## src/hdl/csr_pkg.sv

```systemverilog
package csr_pkg;

    // reset vector table
    localparam logic [31:0] VEC_BASE_RST = 32'h0000_0000;
    localparam logic [31:0] VEC_SP_OFS = 32'h0000_0000;
    localparam logic [31:0] VEC_PC_OFS = 32'h0000_0004;

    // reset values
    localparam logic [31:0] RETURN_LINK_RST = 32'hffff_ffff;
    localparam logic [31:0] WORD_ZERO = 32'h0000_0000;
    localparam logic [5:0] EXC_THREAD = 6'h00;
    localparam logic CTRL_RST = 1'b0;

    // full-descending stack step
    localparam logic [31:0] STACK_STEP = 32'h0000_0004;

    // status word, exception mask and control field positions
    localparam int FLAGS_HI = 31;
    localparam int FLAGS_LO = 28;
    localparam int TBIT_POS = 24;
    localparam int EXC_HI = 5;
    localparam int EXC_LO = 0;
    localparam int SPSEL_POS = 1;
    localparam int EXC_MASK_POS = 0;

    // core register index space
    localparam int NUM_GPR = 13;
    localparam logic [3:0] REG_SP = 4'hd;
    localparam logic [3:0] REG_LR = 4'he;
    localparam logic [3:0] REG_PC = 4'hf;

    // status instruction register names
    localparam logic [7:0] SR_FLAGS = 8'h00;
    localparam logic [7:0] SR_ALL = 8'h03;
    localparam logic [7:0] SR_EXC = 8'h05;
    localparam logic [7:0] SR_STATE = 8'h06;
    localparam logic [7:0] SR_EXC_STATE = 8'h07;
    localparam logic [7:0] SR_MAIN_SP = 8'h08;
    localparam logic [7:0] SR_PROC_SP = 8'h09;
    localparam logic [7:0] SR_EXC_MASK = 8'h10;
    localparam logic [7:0] SR_CONTROL = 8'h14;
    // view selector bits
    localparam int VIEW_EXC_BIT = 0;
    localparam int VIEW_NOFLAG_BIT = 2;

    typedef enum logic [1:0] {
        BOOT_SP = 2'b00,
        BOOT_PC = 2'b01,
        BOOT_RUN = 2'b10
    } csr_boot_t;

endpackage

```

## src/hdl/csr_stack_banks.sv

```systemverilog
`timescale 1ns/10ps
module csr_stack_banks (
    input wire logic i_sys_clk,
    input wire logic i_nrst,
    input wire logic i_use_process,
    input wire logic i_load_main,
    input wire logic [31:0] i_load_data,
    input wire logic i_wr_main,
    input wire logic i_wr_proc,
    input wire logic i_wr_active,
    input wire logic [31:0] i_wdata,
    input wire logic i_push,
    input wire logic i_pop,
    output logic [31:0] o_main_sp,
    output logic [31:0] o_process_sp,
    output logic [31:0] o_active_sp
);
    typedef struct packed {
        logic [31:0] main_sp;
        logic [31:0] proc_sp;
    } csr_sp_t;

    csr_sp_t st;
    csr_sp_t next_st;
    logic [31:0] act;

    always_comb begin
        next_st = st;
        act = i_use_process ? st.proc_sp : st.main_sp;
        if (i_wr_active) begin
            act = i_wdata;
        end else if (i_push) begin
            act = act - csr_pkg::STACK_STEP;
        end else if (i_pop) begin
            act = act + csr_pkg::STACK_STEP;
        end
        if (i_use_process) begin
            next_st.proc_sp = act;
        end else begin
            next_st.main_sp = act;
        end
        if (i_wr_main) begin
            next_st.main_sp = i_wdata;
        end
        if (i_wr_proc) begin
            next_st.proc_sp = i_wdata;
        end
        if (i_load_main) begin
            next_st.main_sp = i_load_data;
        end
        if (!i_nrst) begin
            next_st.main_sp = csr_pkg::WORD_ZERO;
            next_st.proc_sp = csr_pkg::WORD_ZERO;
        end
    end

    always_ff @(posedge i_sys_clk) begin
        st <= next_st;
    end

    assign o_main_sp = st.main_sp;
    assign o_process_sp = st.proc_sp;
    assign o_active_sp = i_use_process ? st.proc_sp : st.main_sp;
endmodule // csr_stack_banks

```

## src/hdl/csr_status_word.sv

```systemverilog
`timescale 1ns/10ps
module csr_status_word (
    input wire logic i_sys_clk,
    input wire logic i_nrst,
    input wire logic i_load_t,
    input wire logic i_t_value,
    input wire logic i_flags_we,
    input wire logic [3:0] i_flags,
    input wire logic i_sr_wr,
    input wire logic [7:0] i_sr_sel,
    input wire logic [31:0] i_sr_wdata,
    input wire logic i_exc_entry,
    input wire logic [5:0] i_exc_num,
    input wire logic i_exc_return,
    input wire logic [31:0] i_ret_status,
    output logic [31:0] o_status_word,
    output logic [31:0] o_view_rdata,
    output logic [5:0] o_exc_num,
    output logic o_tbit
);
    typedef struct packed {
        logic [3:0] flags;
        logic [5:0] exc_num;
        logic tbit;
    } csr_sw_t;

    csr_sw_t st;
    csr_sw_t next_st;
    logic is_view;
    logic has_flags;

    always_comb begin
        next_st = st;
        is_view = (i_sr_sel[7:3] == 5'h00) && (i_sr_sel != 8'h04);
        has_flags = is_view && !i_sr_sel[csr_pkg::VIEW_NOFLAG_BIT];
        if (i_flags_we) begin
            next_st.flags = i_flags;
        end
        // exception and state bits are never written here
        if (i_sr_wr && has_flags) begin
            next_st.flags =
                i_sr_wdata[csr_pkg::FLAGS_HI:csr_pkg::FLAGS_LO];
        end
        if (i_exc_entry) begin
            next_st.exc_num = i_exc_num;
        end else if (i_exc_return) begin
            next_st.exc_num = csr_pkg::EXC_THREAD;
            next_st.flags =
                i_ret_status[csr_pkg::FLAGS_HI:csr_pkg::FLAGS_LO];
            next_st.tbit = i_ret_status[csr_pkg::TBIT_POS];
        end
        if (i_load_t) begin
            next_st.tbit = i_t_value;
        end
        if (!i_nrst) begin
            next_st.flags = 4'h0;
            next_st.exc_num = csr_pkg::EXC_THREAD;
            next_st.tbit = 1'b0;
        end
    end

    always_ff @(posedge i_sys_clk) begin
        st <= next_st;
    end

    always_comb begin
        o_status_word = csr_pkg::WORD_ZERO;
        o_status_word[csr_pkg::FLAGS_HI:csr_pkg::FLAGS_LO] = st.flags;
        o_status_word[csr_pkg::TBIT_POS] = st.tbit;
        o_status_word[csr_pkg::EXC_HI:csr_pkg::EXC_LO] = st.exc_num;
        // execution state always reads as zero through a view
        o_view_rdata = csr_pkg::WORD_ZERO;
        if (has_flags) begin
            o_view_rdata[csr_pkg::FLAGS_HI:csr_pkg::FLAGS_LO] = st.flags;
        end
        if (is_view && i_sr_sel[csr_pkg::VIEW_EXC_BIT]) begin
            o_view_rdata[csr_pkg::EXC_HI:csr_pkg::EXC_LO] = st.exc_num;
        end
    end

    assign o_exc_num = st.exc_num;
    assign o_tbit = st.tbit;
endmodule // csr_status_word

```

## src/hdl/csr_core_state.sv

```systemverilog
`timescale 1ns/10ps
module csr_core_state #(
    parameter logic [31:0] VEC_BASE = csr_pkg::VEC_BASE_RST
) (
    input wire logic i_sys_clk,
    input wire logic i_nrst,
    output logic o_mem_req,
    output logic [31:0] o_mem_addr,
    input wire logic i_mem_ack,
    input wire logic [31:0] i_mem_rdata,
    output logic o_core_run,
    input wire logic i_reg_we,
    input wire logic [3:0] i_reg_waddr,
    input wire logic [31:0] i_reg_wdata,
    input wire logic [3:0] i_reg_raddr,
    output logic [31:0] o_reg_rdata,
    input wire logic i_pc_we,
    input wire logic [31:0] i_pc_wdata,
    input wire logic i_pc_tload,
    output logic [31:0] o_program_counter,
    output logic [31:0] o_return_link,
    input wire logic i_push,
    input wire logic [31:0] i_push_data,
    input wire logic i_pop,
    output logic o_store_valid,
    output logic [31:0] o_store_addr,
    output logic [31:0] o_store_data,
    input wire logic i_flags_we,
    input wire logic [3:0] i_flags,
    input wire logic i_sr_wr,
    input wire logic [7:0] i_sr_sel,
    input wire logic [31:0] i_sr_wdata,
    output logic [31:0] o_sr_rdata,
    input wire logic i_exc_entry,
    input wire logic [5:0] i_exc_num,
    input wire logic [31:0] i_exc_vector,
    input wire logic i_exc_return,
    input wire logic [31:0] i_ret_status,
    output logic o_handler_mode,
    output logic [31:0] o_active_sp,
    output logic [31:0] o_combined_status_word,
    output logic o_tbit,
    output logic o_exc_mask,
    output logic o_spsel
);
    if (VEC_BASE[1:0] != 2'b00) begin : g_bad_base
        $error("vector base must be word aligned");
    end

    typedef struct packed {
        csr_pkg::csr_boot_t boot;
        logic [31:0] mem_addr;
        logic [csr_pkg::NUM_GPR-1:0][31:0] gpr;
        logic [31:0] link;
        logic [31:0] pc;
        logic exc_mask;
        logic spsel;
        logic [31:0] rdata;
        logic [31:0] sr_rdata;
        logic store_valid;
        logic [31:0] store_addr;
        logic [31:0] store_data;
    } csr_core_t;

    csr_core_t st;
    csr_core_t next_st;
    logic run;
    logic handler;
    logic use_process;
    logic [31:0] main_sp;
    logic [31:0] proc_sp;
    logic [31:0] active_sp;
    logic [31:0] stat_word;
    logic [31:0] view_rdata;
    logic [5:0] exc_num;
    logic tbit;
    logic load_main;
    logic load_t;
    logic t_value;
    logic sr_wr_run;
    logic wr_sp;

    ////////////////////////////////////////////////////////////////////
    // mode and stack selection

    assign run = (st.boot == csr_pkg::BOOT_RUN);
    assign handler = (exc_num != csr_pkg::EXC_THREAD);
    assign use_process = !handler && st.spsel;
    assign load_main = (st.boot == csr_pkg::BOOT_SP) && i_mem_ack;
    // no privilege gating on any status access
    assign sr_wr_run = run && i_sr_wr;
    assign wr_sp = run && i_reg_we && (i_reg_waddr == csr_pkg::REG_SP);

    always_comb begin
        load_t = 1'b0;
        t_value = 1'b0;
        if ((st.boot == csr_pkg::BOOT_PC) && i_mem_ack) begin
            load_t = 1'b1;
            t_value = i_mem_rdata[0];
        end else if (run && i_exc_entry) begin
            load_t = 1'b1;
            t_value = i_exc_vector[0];
        end else if (run && i_pc_we && i_pc_tload) begin
            load_t = 1'b1;
            t_value = i_pc_wdata[0];
        end
    end

    csr_stack_banks u_stack (
        .i_sys_clk(i_sys_clk),
        .i_nrst(i_nrst),
        .i_use_process(use_process),
        .i_load_main(load_main),
        .i_load_data(i_mem_rdata),
        .i_wr_main(sr_wr_run && (i_sr_sel == csr_pkg::SR_MAIN_SP)),
        .i_wr_proc(sr_wr_run && (i_sr_sel == csr_pkg::SR_PROC_SP)),
        .i_wr_active(wr_sp),
        .i_wdata(wr_sp ? i_reg_wdata : i_sr_wdata),
        .i_push(run && i_push),
        .i_pop(run && i_pop),
        .o_main_sp(main_sp),
        .o_process_sp(proc_sp),
        .o_active_sp(active_sp)
    );

    csr_status_word u_status (
        .i_sys_clk(i_sys_clk),
        .i_nrst(i_nrst),
        .i_load_t(load_t),
        .i_t_value(t_value),
        .i_flags_we(run && i_flags_we),
        .i_flags(i_flags),
        .i_sr_wr(sr_wr_run),
        .i_sr_sel(i_sr_sel),
        .i_sr_wdata(i_sr_wdata),
        .i_exc_entry(run && i_exc_entry),
        .i_exc_num(i_exc_num),
        .i_exc_return(run && i_exc_return),
        .i_ret_status(i_ret_status),
        .o_status_word(stat_word),
        .o_view_rdata(view_rdata),
        .o_exc_num(exc_num),
        .o_tbit(tbit)
    );

    ////////////////////////////////////////////////////////////////////
    // boot sequence, register bank and read ports

    always_comb begin
        next_st = st;
        next_st.store_valid = 1'b0;
        unique case (st.boot)
            csr_pkg::BOOT_SP: begin
                if (i_mem_ack) begin
                    next_st.mem_addr = VEC_BASE + csr_pkg::VEC_PC_OFS;
                    next_st.boot = csr_pkg::BOOT_PC;
                end
            end
            csr_pkg::BOOT_PC: begin
                if (i_mem_ack) begin
                    next_st.pc = {i_mem_rdata[31:1], 1'b0};
                    next_st.boot = csr_pkg::BOOT_RUN;
                end
            end
            csr_pkg::BOOT_RUN: begin
                if (i_reg_we && (i_reg_waddr < 4'(csr_pkg::NUM_GPR))) begin
                    next_st.gpr[i_reg_waddr] = i_reg_wdata;
                end
                if (i_reg_we && (i_reg_waddr == csr_pkg::REG_LR)) begin
                    next_st.link = i_reg_wdata;
                end
                if (i_exc_entry) begin
                    next_st.pc = {i_exc_vector[31:1], 1'b0};
                end else if (i_pc_we) begin
                    next_st.pc = {i_pc_wdata[31:1], 1'b0};
                end else if (i_reg_we && (i_reg_waddr == csr_pkg::REG_PC))
                begin
                    next_st.pc = {i_reg_wdata[31:1], 1'b0};
                end
                if (i_sr_wr && (i_sr_sel == csr_pkg::SR_EXC_MASK)) begin
                    next_st.exc_mask = i_sr_wdata[csr_pkg::EXC_MASK_POS];
                end
                if (i_sr_wr && (i_sr_sel == csr_pkg::SR_CONTROL)) begin
                    next_st.spsel = i_sr_wdata[csr_pkg::SPSEL_POS];
                end
                if (i_push && !wr_sp) begin
                    next_st.store_valid = 1'b1;
                    next_st.store_addr = active_sp - csr_pkg::STACK_STEP;
                    next_st.store_data = i_push_data;
                end
            end
            default: begin
                next_st.boot = csr_pkg::BOOT_SP;
            end
        endcase
        unique case (i_reg_raddr)
            csr_pkg::REG_SP: next_st.rdata = active_sp;
            csr_pkg::REG_LR: next_st.rdata = st.link;
            csr_pkg::REG_PC: next_st.rdata = st.pc;
            default: next_st.rdata = st.gpr[i_reg_raddr];
        endcase
        unique case (i_sr_sel)
            csr_pkg::SR_MAIN_SP: next_st.sr_rdata = main_sp;
            csr_pkg::SR_PROC_SP: next_st.sr_rdata = proc_sp;
            csr_pkg::SR_EXC_MASK: begin
                next_st.sr_rdata = csr_pkg::WORD_ZERO;
                next_st.sr_rdata[csr_pkg::EXC_MASK_POS] = st.exc_mask;
            end
            csr_pkg::SR_CONTROL: begin
                next_st.sr_rdata = csr_pkg::WORD_ZERO;
                next_st.sr_rdata[csr_pkg::SPSEL_POS] = st.spsel;
            end
            default: next_st.sr_rdata = view_rdata;
        endcase
        if (!i_nrst) begin
            next_st.boot = csr_pkg::BOOT_SP;
            next_st.mem_addr = VEC_BASE + csr_pkg::VEC_SP_OFS;
            next_st.link = csr_pkg::RETURN_LINK_RST;
            next_st.pc = csr_pkg::WORD_ZERO;
            next_st.exc_mask = csr_pkg::CTRL_RST;
            next_st.spsel = csr_pkg::CTRL_RST;
            next_st.rdata = csr_pkg::WORD_ZERO;
            next_st.sr_rdata = csr_pkg::WORD_ZERO;
            next_st.store_valid = 1'b0;
            next_st.store_addr = csr_pkg::WORD_ZERO;
            next_st.store_data = csr_pkg::WORD_ZERO;
        end
    end

    always_ff @(posedge i_sys_clk) begin
        st <= next_st;
    end

    assign o_mem_req = (st.boot == csr_pkg::BOOT_SP) ||
                       (st.boot == csr_pkg::BOOT_PC);
    assign o_mem_addr = st.mem_addr;
    assign o_core_run = run;
    assign o_reg_rdata = st.rdata;
    assign o_program_counter = st.pc;
    assign o_return_link = st.link;
    assign o_store_valid = st.store_valid;
    assign o_store_addr = st.store_addr;
    assign o_store_data = st.store_data;
    assign o_sr_rdata = st.sr_rdata;
    assign o_handler_mode = handler;
    assign o_active_sp = active_sp;
    assign o_combined_status_word = stat_word;
    assign o_tbit = tbit;
    assign o_exc_mask = st.exc_mask;
    assign o_spsel = st.spsel;
endmodule // csr_core_state

```

## config.mk

```make
export PLATFORM = sky130hd
export DESIGN_NAME = csr_core_state
export DESIGN_NICKNAME = d
export VERILOG_FILES = /design/src/hdl/csr_pkg.sv /design/src/hdl/csr_stack_banks.sv /design/src/hdl/csr_status_word.sv /design/src/hdl/csr_core_state.sv
export SDC_FILE = /design/constraint.sdc
export NUM_CORES = 1
export LEC_CHECK = 0
export BUFFER_PORTS_ARGS = -buffer_cell sky130_fd_sc_hd__buf_2
export CORE_MARGIN = 8
export CORE_UTILIZATION = 52
export CTS_BUF_LIST = sky130_fd_sc_hd__clkbuf_16
export CTS_CLUSTER_SIZE = 30
export DETAILED_ROUTE_END_ITERATION = 10
export PLACE_DENSITY = 0.75
export SYNTH_ARGS = -nofsm -noshare
export SYNTH_HDL_FRONTEND = slang
export SYNTH_HIERARCHICAL = 1
export SYNTH_SLANG_ARGS = --single-unit
export TNS_END_PERCENT = 10
```

## constraint.sdc

```tcl
create_clock -name i_sys_clk -period 11.9 [get_ports i_sys_clk]
set_input_delay 1.19 -clock i_sys_clk [delete_from_list [all_inputs] [get_ports i_sys_clk]]
set_output_delay 1.19 -clock i_sys_clk [all_outputs]
set_load 0.1 [all_outputs]
```

=== Word level (Yosys, flattened, before mapping) ===
Index checks and enable logic that the tools add are counted.

* Flip-flop bits (word level): 689
* Output and inout bits: 295
* Logic and storage cells: 142

* Add/subtract/negate cells: 2
* Magnitude comparators: 4
* Eq/ne operators: 18
* Mux-type cells: 41
* Bitwise logic cells: 1
* Reductions and logical operators: 47

{| class="wikitable"
|+ Operator list
! cell !! number
|-
| two-way mux 32 bit || 16
|-
| bitwise mux 416 bit || 1
|-
| binary-select mux 32 bit (select 4 bit) || 1
|-
| demux 32 bit (select 4 bit) || 1
|-
| one-hot mux 32 bit (4 select lines) || 1
|-
| one-hot mux 32 bit (3 select lines) || 1
|-
| two-way mux 65 bit || 1
|-
| one-hot mux 32 bit (2 select lines) || 1
|-
| two-way mux 34 bit || 1
|-
| adder 32 x 3 -> 32 bit (second input constant) || 1
|-
| subtractor 32 x 3 -> 32 bit (second input constant) || 1
|-
| logical AND 1 bit || 26
|-
| == test 4 bit (second input constant) || 6
|-
| == test 8 x 4 -> 1 bit (second input constant) || 2
|-
| == test 8 x 5 -> 1 bit (second input constant) || 2
|-
| two-way mux 4 bit || 4
|-
| AND reduction 2 bit || 8
|-
| two-way mux 6 bit || 2
|-
| two-way mux 11 bit || 1
|-
| less-than comparator 4 x 5 -> 1 bit (second input constant) || 2
|-
| two-way mux 1 bit || 8
|-
| inequality test 8 x 3 -> 1 bit (second input constant) || 1
|-
| nonzero test 2 bit || 4
|-
| inequality test 2 bit (second input constant) || 3
|-
| other kinds (15) || 18
|}

=== Depth between registers and ports, before layout ===
* Depth in word-level cells: 11
* Gate-level depth with buffers: 17

=== Modules after synthesis ===
Netlist, hierarchy kept.

{| class="wikitable"
|+ Modules (own cells, without submodules)
! module !! instances !! cells each !! area an instance (sq um) !! seq. area each (sq um)
|-
| csr_core_state || 1 || 2212 || 27342.5 || 16435.8
|-
| csr_stack_banks || 1 || 668 || 5002.3 || 1281.2
|-
| csr_status_word || 1 || 123 || 1037.2 || 220.2
|}

=== Worst setup path after synthesis ===
No wires, ideal clock.

* Path type: flip-flop to output port
* Start: reg st, in the netlist o_spsel
* End: out o_active_sp[25]
* Arrival time: 4.194 ns
* Path slack: 6.516 ns
* Stages on the path, launching flop included: 8
* Path buffers: 5
* Cell sequence: dfxtp_1 and3_1 buf_6 buf_4 buf_4 buf_2 buf_2 o21ai_0

* Cells in the longest elaborated chain, start to end: 2

{| class="wikitable"
|+ Ends and longest elaborated chain
! what !! line !! RTL
|-
| start: declaration || csr_core_state.sv:65 || <nowiki>csr_core_t st;</nowiki>
|-
| start signal: assignment || csr_core_state.sv:231 || <nowiki>st <= next_st;</nowiki>
|-
| logical AND 1 bit || csr_core_state.sv:88 || <nowiki>assign use_process = !handler && st.spsel;</nowiki>
|-
| named net use_process || csr_core_state.sv:69 || <nowiki>logic use_process;</nowiki>
|-
| two-way mux 32 bit || csr_stack_banks.sv:63 || <nowiki>assign o_active_sp = i_use_process ? st.proc_sp : st.main_sp;</nowiki>
|-
| end: declaration || csr_core_state.sv:40 || <nowiki>output logic [31:0] o_active_sp,</nowiki>
|}

The timed path passes the listed nets, and every way through them passes these cells.

=== Final worst setup path ===
* Start: reg u_status.st, in the netlist u_status/o_exc_num[3]
* End: out o_active_sp[26]

* Cells in the longest elaborated chain, start to end: 4

{| class="wikitable"
|+ Ends and longest elaborated chain
! what !! line !! RTL
|-
| start: declaration || csr_status_word.sv:27 || <nowiki>csr_sw_t st;</nowiki>
|-
| start signal: assignment || csr_status_word.sv:63 || <nowiki>st <= next_st;</nowiki>
|-
| nonzero test 6 bit || csr_core_state.sv:87 || <nowiki>assign handler = (exc_num != csr_pkg::EXC_THREAD);</nowiki>
|-
| zero test 1 bit || csr_core_state.sv:88 ||
|-
| logical AND 1 bit || csr_core_state.sv:88 ||
|-
| named net use_process || csr_core_state.sv:69 ||
|-
| two-way mux 32 bit || csr_stack_banks.sv:63 ||
|}

The timed path passes the listed nets, and every way through them passes these cells.

==> metrics.txt <==
Crit. End Element output pin; FILL cells between 5000 and 6000; Final period util between 40% and 50%; CTS Buf Count 72; CP max FO 73; EDFF count, synth 416; P_leak around 14 nW; Starting Density between 50% and 60%; Crit Path Class reg2out; Syn Area/Cell 11.1 um2; First-pass DRT Iterations 8; worst skew pair latency about 0.64 ns; DRC viols 0; Post-DP Area between 30000 and 40000 um2; Clock transition at path regs 0.05 ns; distinct cell type count after synthesis 93; Peak Freq between 150 and 200 MHz; Setup Skew 0.0379 ns; via count approximately 26000; Worst-Margin Slew around 1.2 ns; dominant synthesized flop cell edfxtp_1; wire length per cell ~29 um; largest net degree at the start of global routing 94; Die Y around 270 um; clk buf depth 3; antenna violations before repair 13; final instance area approximately 37000 um2; vias in the first global route between 20000 and 30000; WP data arrival roughly 4.4 ns; Setup TNS 0 ns; Async S/R FF share, synth 0%; Hold Path Class reg2reg; area share of the largest cell type after synthesis a little under two fifths; most common cell in the netlist edfxtp_1; headroom to the max-slew limit ~19%; fin. max-slew vios 0; Area contributors post-synth edfxtp_1 (37%), dfxtp_1 (16%), buf_4 (6.4%), mux2i_1 (5.1%), mux4_2 (3.8%); fraction of layout cells with a size suffix above 1 24.8%; clock root buffer clkbuf_16; cell accounting for the most synthesized area edfxtp_1; PortBufs 476; grt ovf 0; Ys Warns 6; GR Util All Layers a little under a third; CTS HTree Levels 3; Post-Synthesis Cell Area ~33000 um2; Final ANT Viol Nets 0; Routability Congestion slightly below 1; CTS tree done; number of clock sinks about 690; crit start category flip-flop; Setup-failing EPs final 0; nets approximately 3500; Post-CTS Repair Setup Buffers 0; status finished clean; IO Count 557; top cells by count, synth edfxtp_1 (416), nand2_1 (285), buf_4 (283); hold bufs inserted after CTS 0; post-synthesis sequential area ratio between 50% and 60%; routed wire length around 120000 um; Rows 93; DP Wirelength 80800 um; register bit total from synthesis a little under 700; Layout area overhead 11.1%; minimum clock period after layout 5.60 ns; Max VDD drop about 0.14 mV; initial DRC count about 3500; final hold viol count 0; core area about 64000 um2; Max-cap violations 0; pwr/cell area between 150 and 200 nW/um2; die width roughly 270 um; RSZ-0062 raised after global routing no; Die Area between 70000 and 80000 um2; CP required about 11 ns; post-CTS resize count 0; first-pass GRT wire length approximately 170000 um; via/cell ratio approximately 6.3; Mapped Cells ~3000
power breakdown:
| part | internal [mW] | leakage (nW) | total, mW | switching, mW |
|---|---|---|---|---|
| Clock | 1.20 | 1.18 | 2.19 | 0.991 |
| Combinational | 0.244 | 7.08 | 1.17 | 0.927 |
| Sequential | 2.58 | 5.96 | 2.64 | 0.0559 |
| Total | 4.03 | 14.2 | 6.00 | 1.97 |
metal layers:
metal / vias up / global-route usage (%) / part of all wire [%]
met3: 326 / 8.28 / 12
met2: 1877 / 48.6 / 45
met1: 12725 / 39.6 / 37
li1: 11189 / - / -
met4: 14 / 16.2 / 5.7
met5: - / 0 / 0.071
registers in the layout (all words and copies together) (netlist names), 4 cells and up:
register / cells
o_return_link: 32
u_status/o_status_word: 4
o_store_addr: 32
u_status/o_exc_num: 6
u_stack/o_process_sp: 32
st: 418
o_store_data: 32
o_sr_rdata: 32
o_reg_rdata: 32
o_program_counter: 31
u_stack/o_main_sp: 32
layout by cell type (no fill, tap or decap), drive strengths merged, types with 6 or more instances in the layout:
cell	count
a221oi	14
nor2	194
o211ai	35
or3	11
conb	75
a31oi	40
o22ai	59
or4	9
edfxtp	416
nor3b	16
mux4	56
and2	15
o221ai	25
mux2i	170
mux2	103
clkinv	40
inv	55
o211a	13
nor4	29
xnor2	35
dfxtp	272
clkbuf	73
a211oi	22
a21oi	202
nand2b	15
xor2	13
nor2b	18
nand4	18
ha	6
nand2	285
and3	14
o31ai	15
buf	527
nand3	71
nor3	27
nand4b	8
o21ai	181
a22oi	16
logic make-up (layout without fill, tap and decap cells):
| logic type | Yosys count | count (layout) | share of synthesized area [%] |
|---|---|---|---|
| fa+ha+maj | 6 | 6 | 0.225 |
| xor+xnor | 48 | 48 | 1.26 |
| mux | 329 | 329 | 12.4 |
| other cells | 2 | 79 | 0.0225 |
| flops | 688 | 688 | 53.7 |
| simple gates | 748 | 748 | 10.8 |
| buf+inv | 500 | 699 | 8.97 |
| compound gates | 682 | 682 | 12.7 |
critical path, stage by stage (launching register included):
cell and delay [ns]:
dfxtp_1 0.34, nor4_1 0.38, and3_4 0.56, buf_4 0.71
inv_2 0.52, a21boi_0 0.44, inv_1 0.36, buf_2 0.41
final timing paths:
| path | from | to | slack (ns) | cells past startpoint |
|---|---|---|---|---|
| setup / recovery | u_status/o_exc_num[3] | o_active_sp[26] | 6.30 | 7 |
| hold / removal | o_store_data[10] | o_store_data[10] | 0.45 | 2 |
| setup reg to reg | u_status/o_exc_num[3] | u_stack/o_main_sp[18] | 6.69 | 11 |
| hold reg to reg | o_store_data[10] | o_store_data[10] | 0.45 | 2 |
per-stage QoR:
step	setup slack [ns]	util [%]	instances	total power [mW]	hold WS, ns
after floorplan	6.52	-	3076	3.58	0.437
final	6.30	57.9	4134	6.00	0.451
after detailed placement	6.72	54.3	3999	3.83	0.445
after global routing	6.07	57.9	4134	6.15	0.474
after global placement	6.70	54.3	3999	3.82	0.439
after CTS	6.45	57.9	4130	5.99	0.453
final cells by class:
cell class                      instances  area (um2)  share of cell area (%)
Clock buffer                           73        1830                    4.93
Tap cell                              855        1070                    2.89
Antenna cell                            4        10.0                  0.0270
Clock inverter                         58         478                    1.29
Timing Repair Buffer                  527        2780                    7.50
Multi-Input combinational cell       1888       12800                    34.6
Inverter                               41         154                   0.415
Sequential cell                       688       17900                    48.4
(Power assumes the default switching activity.)
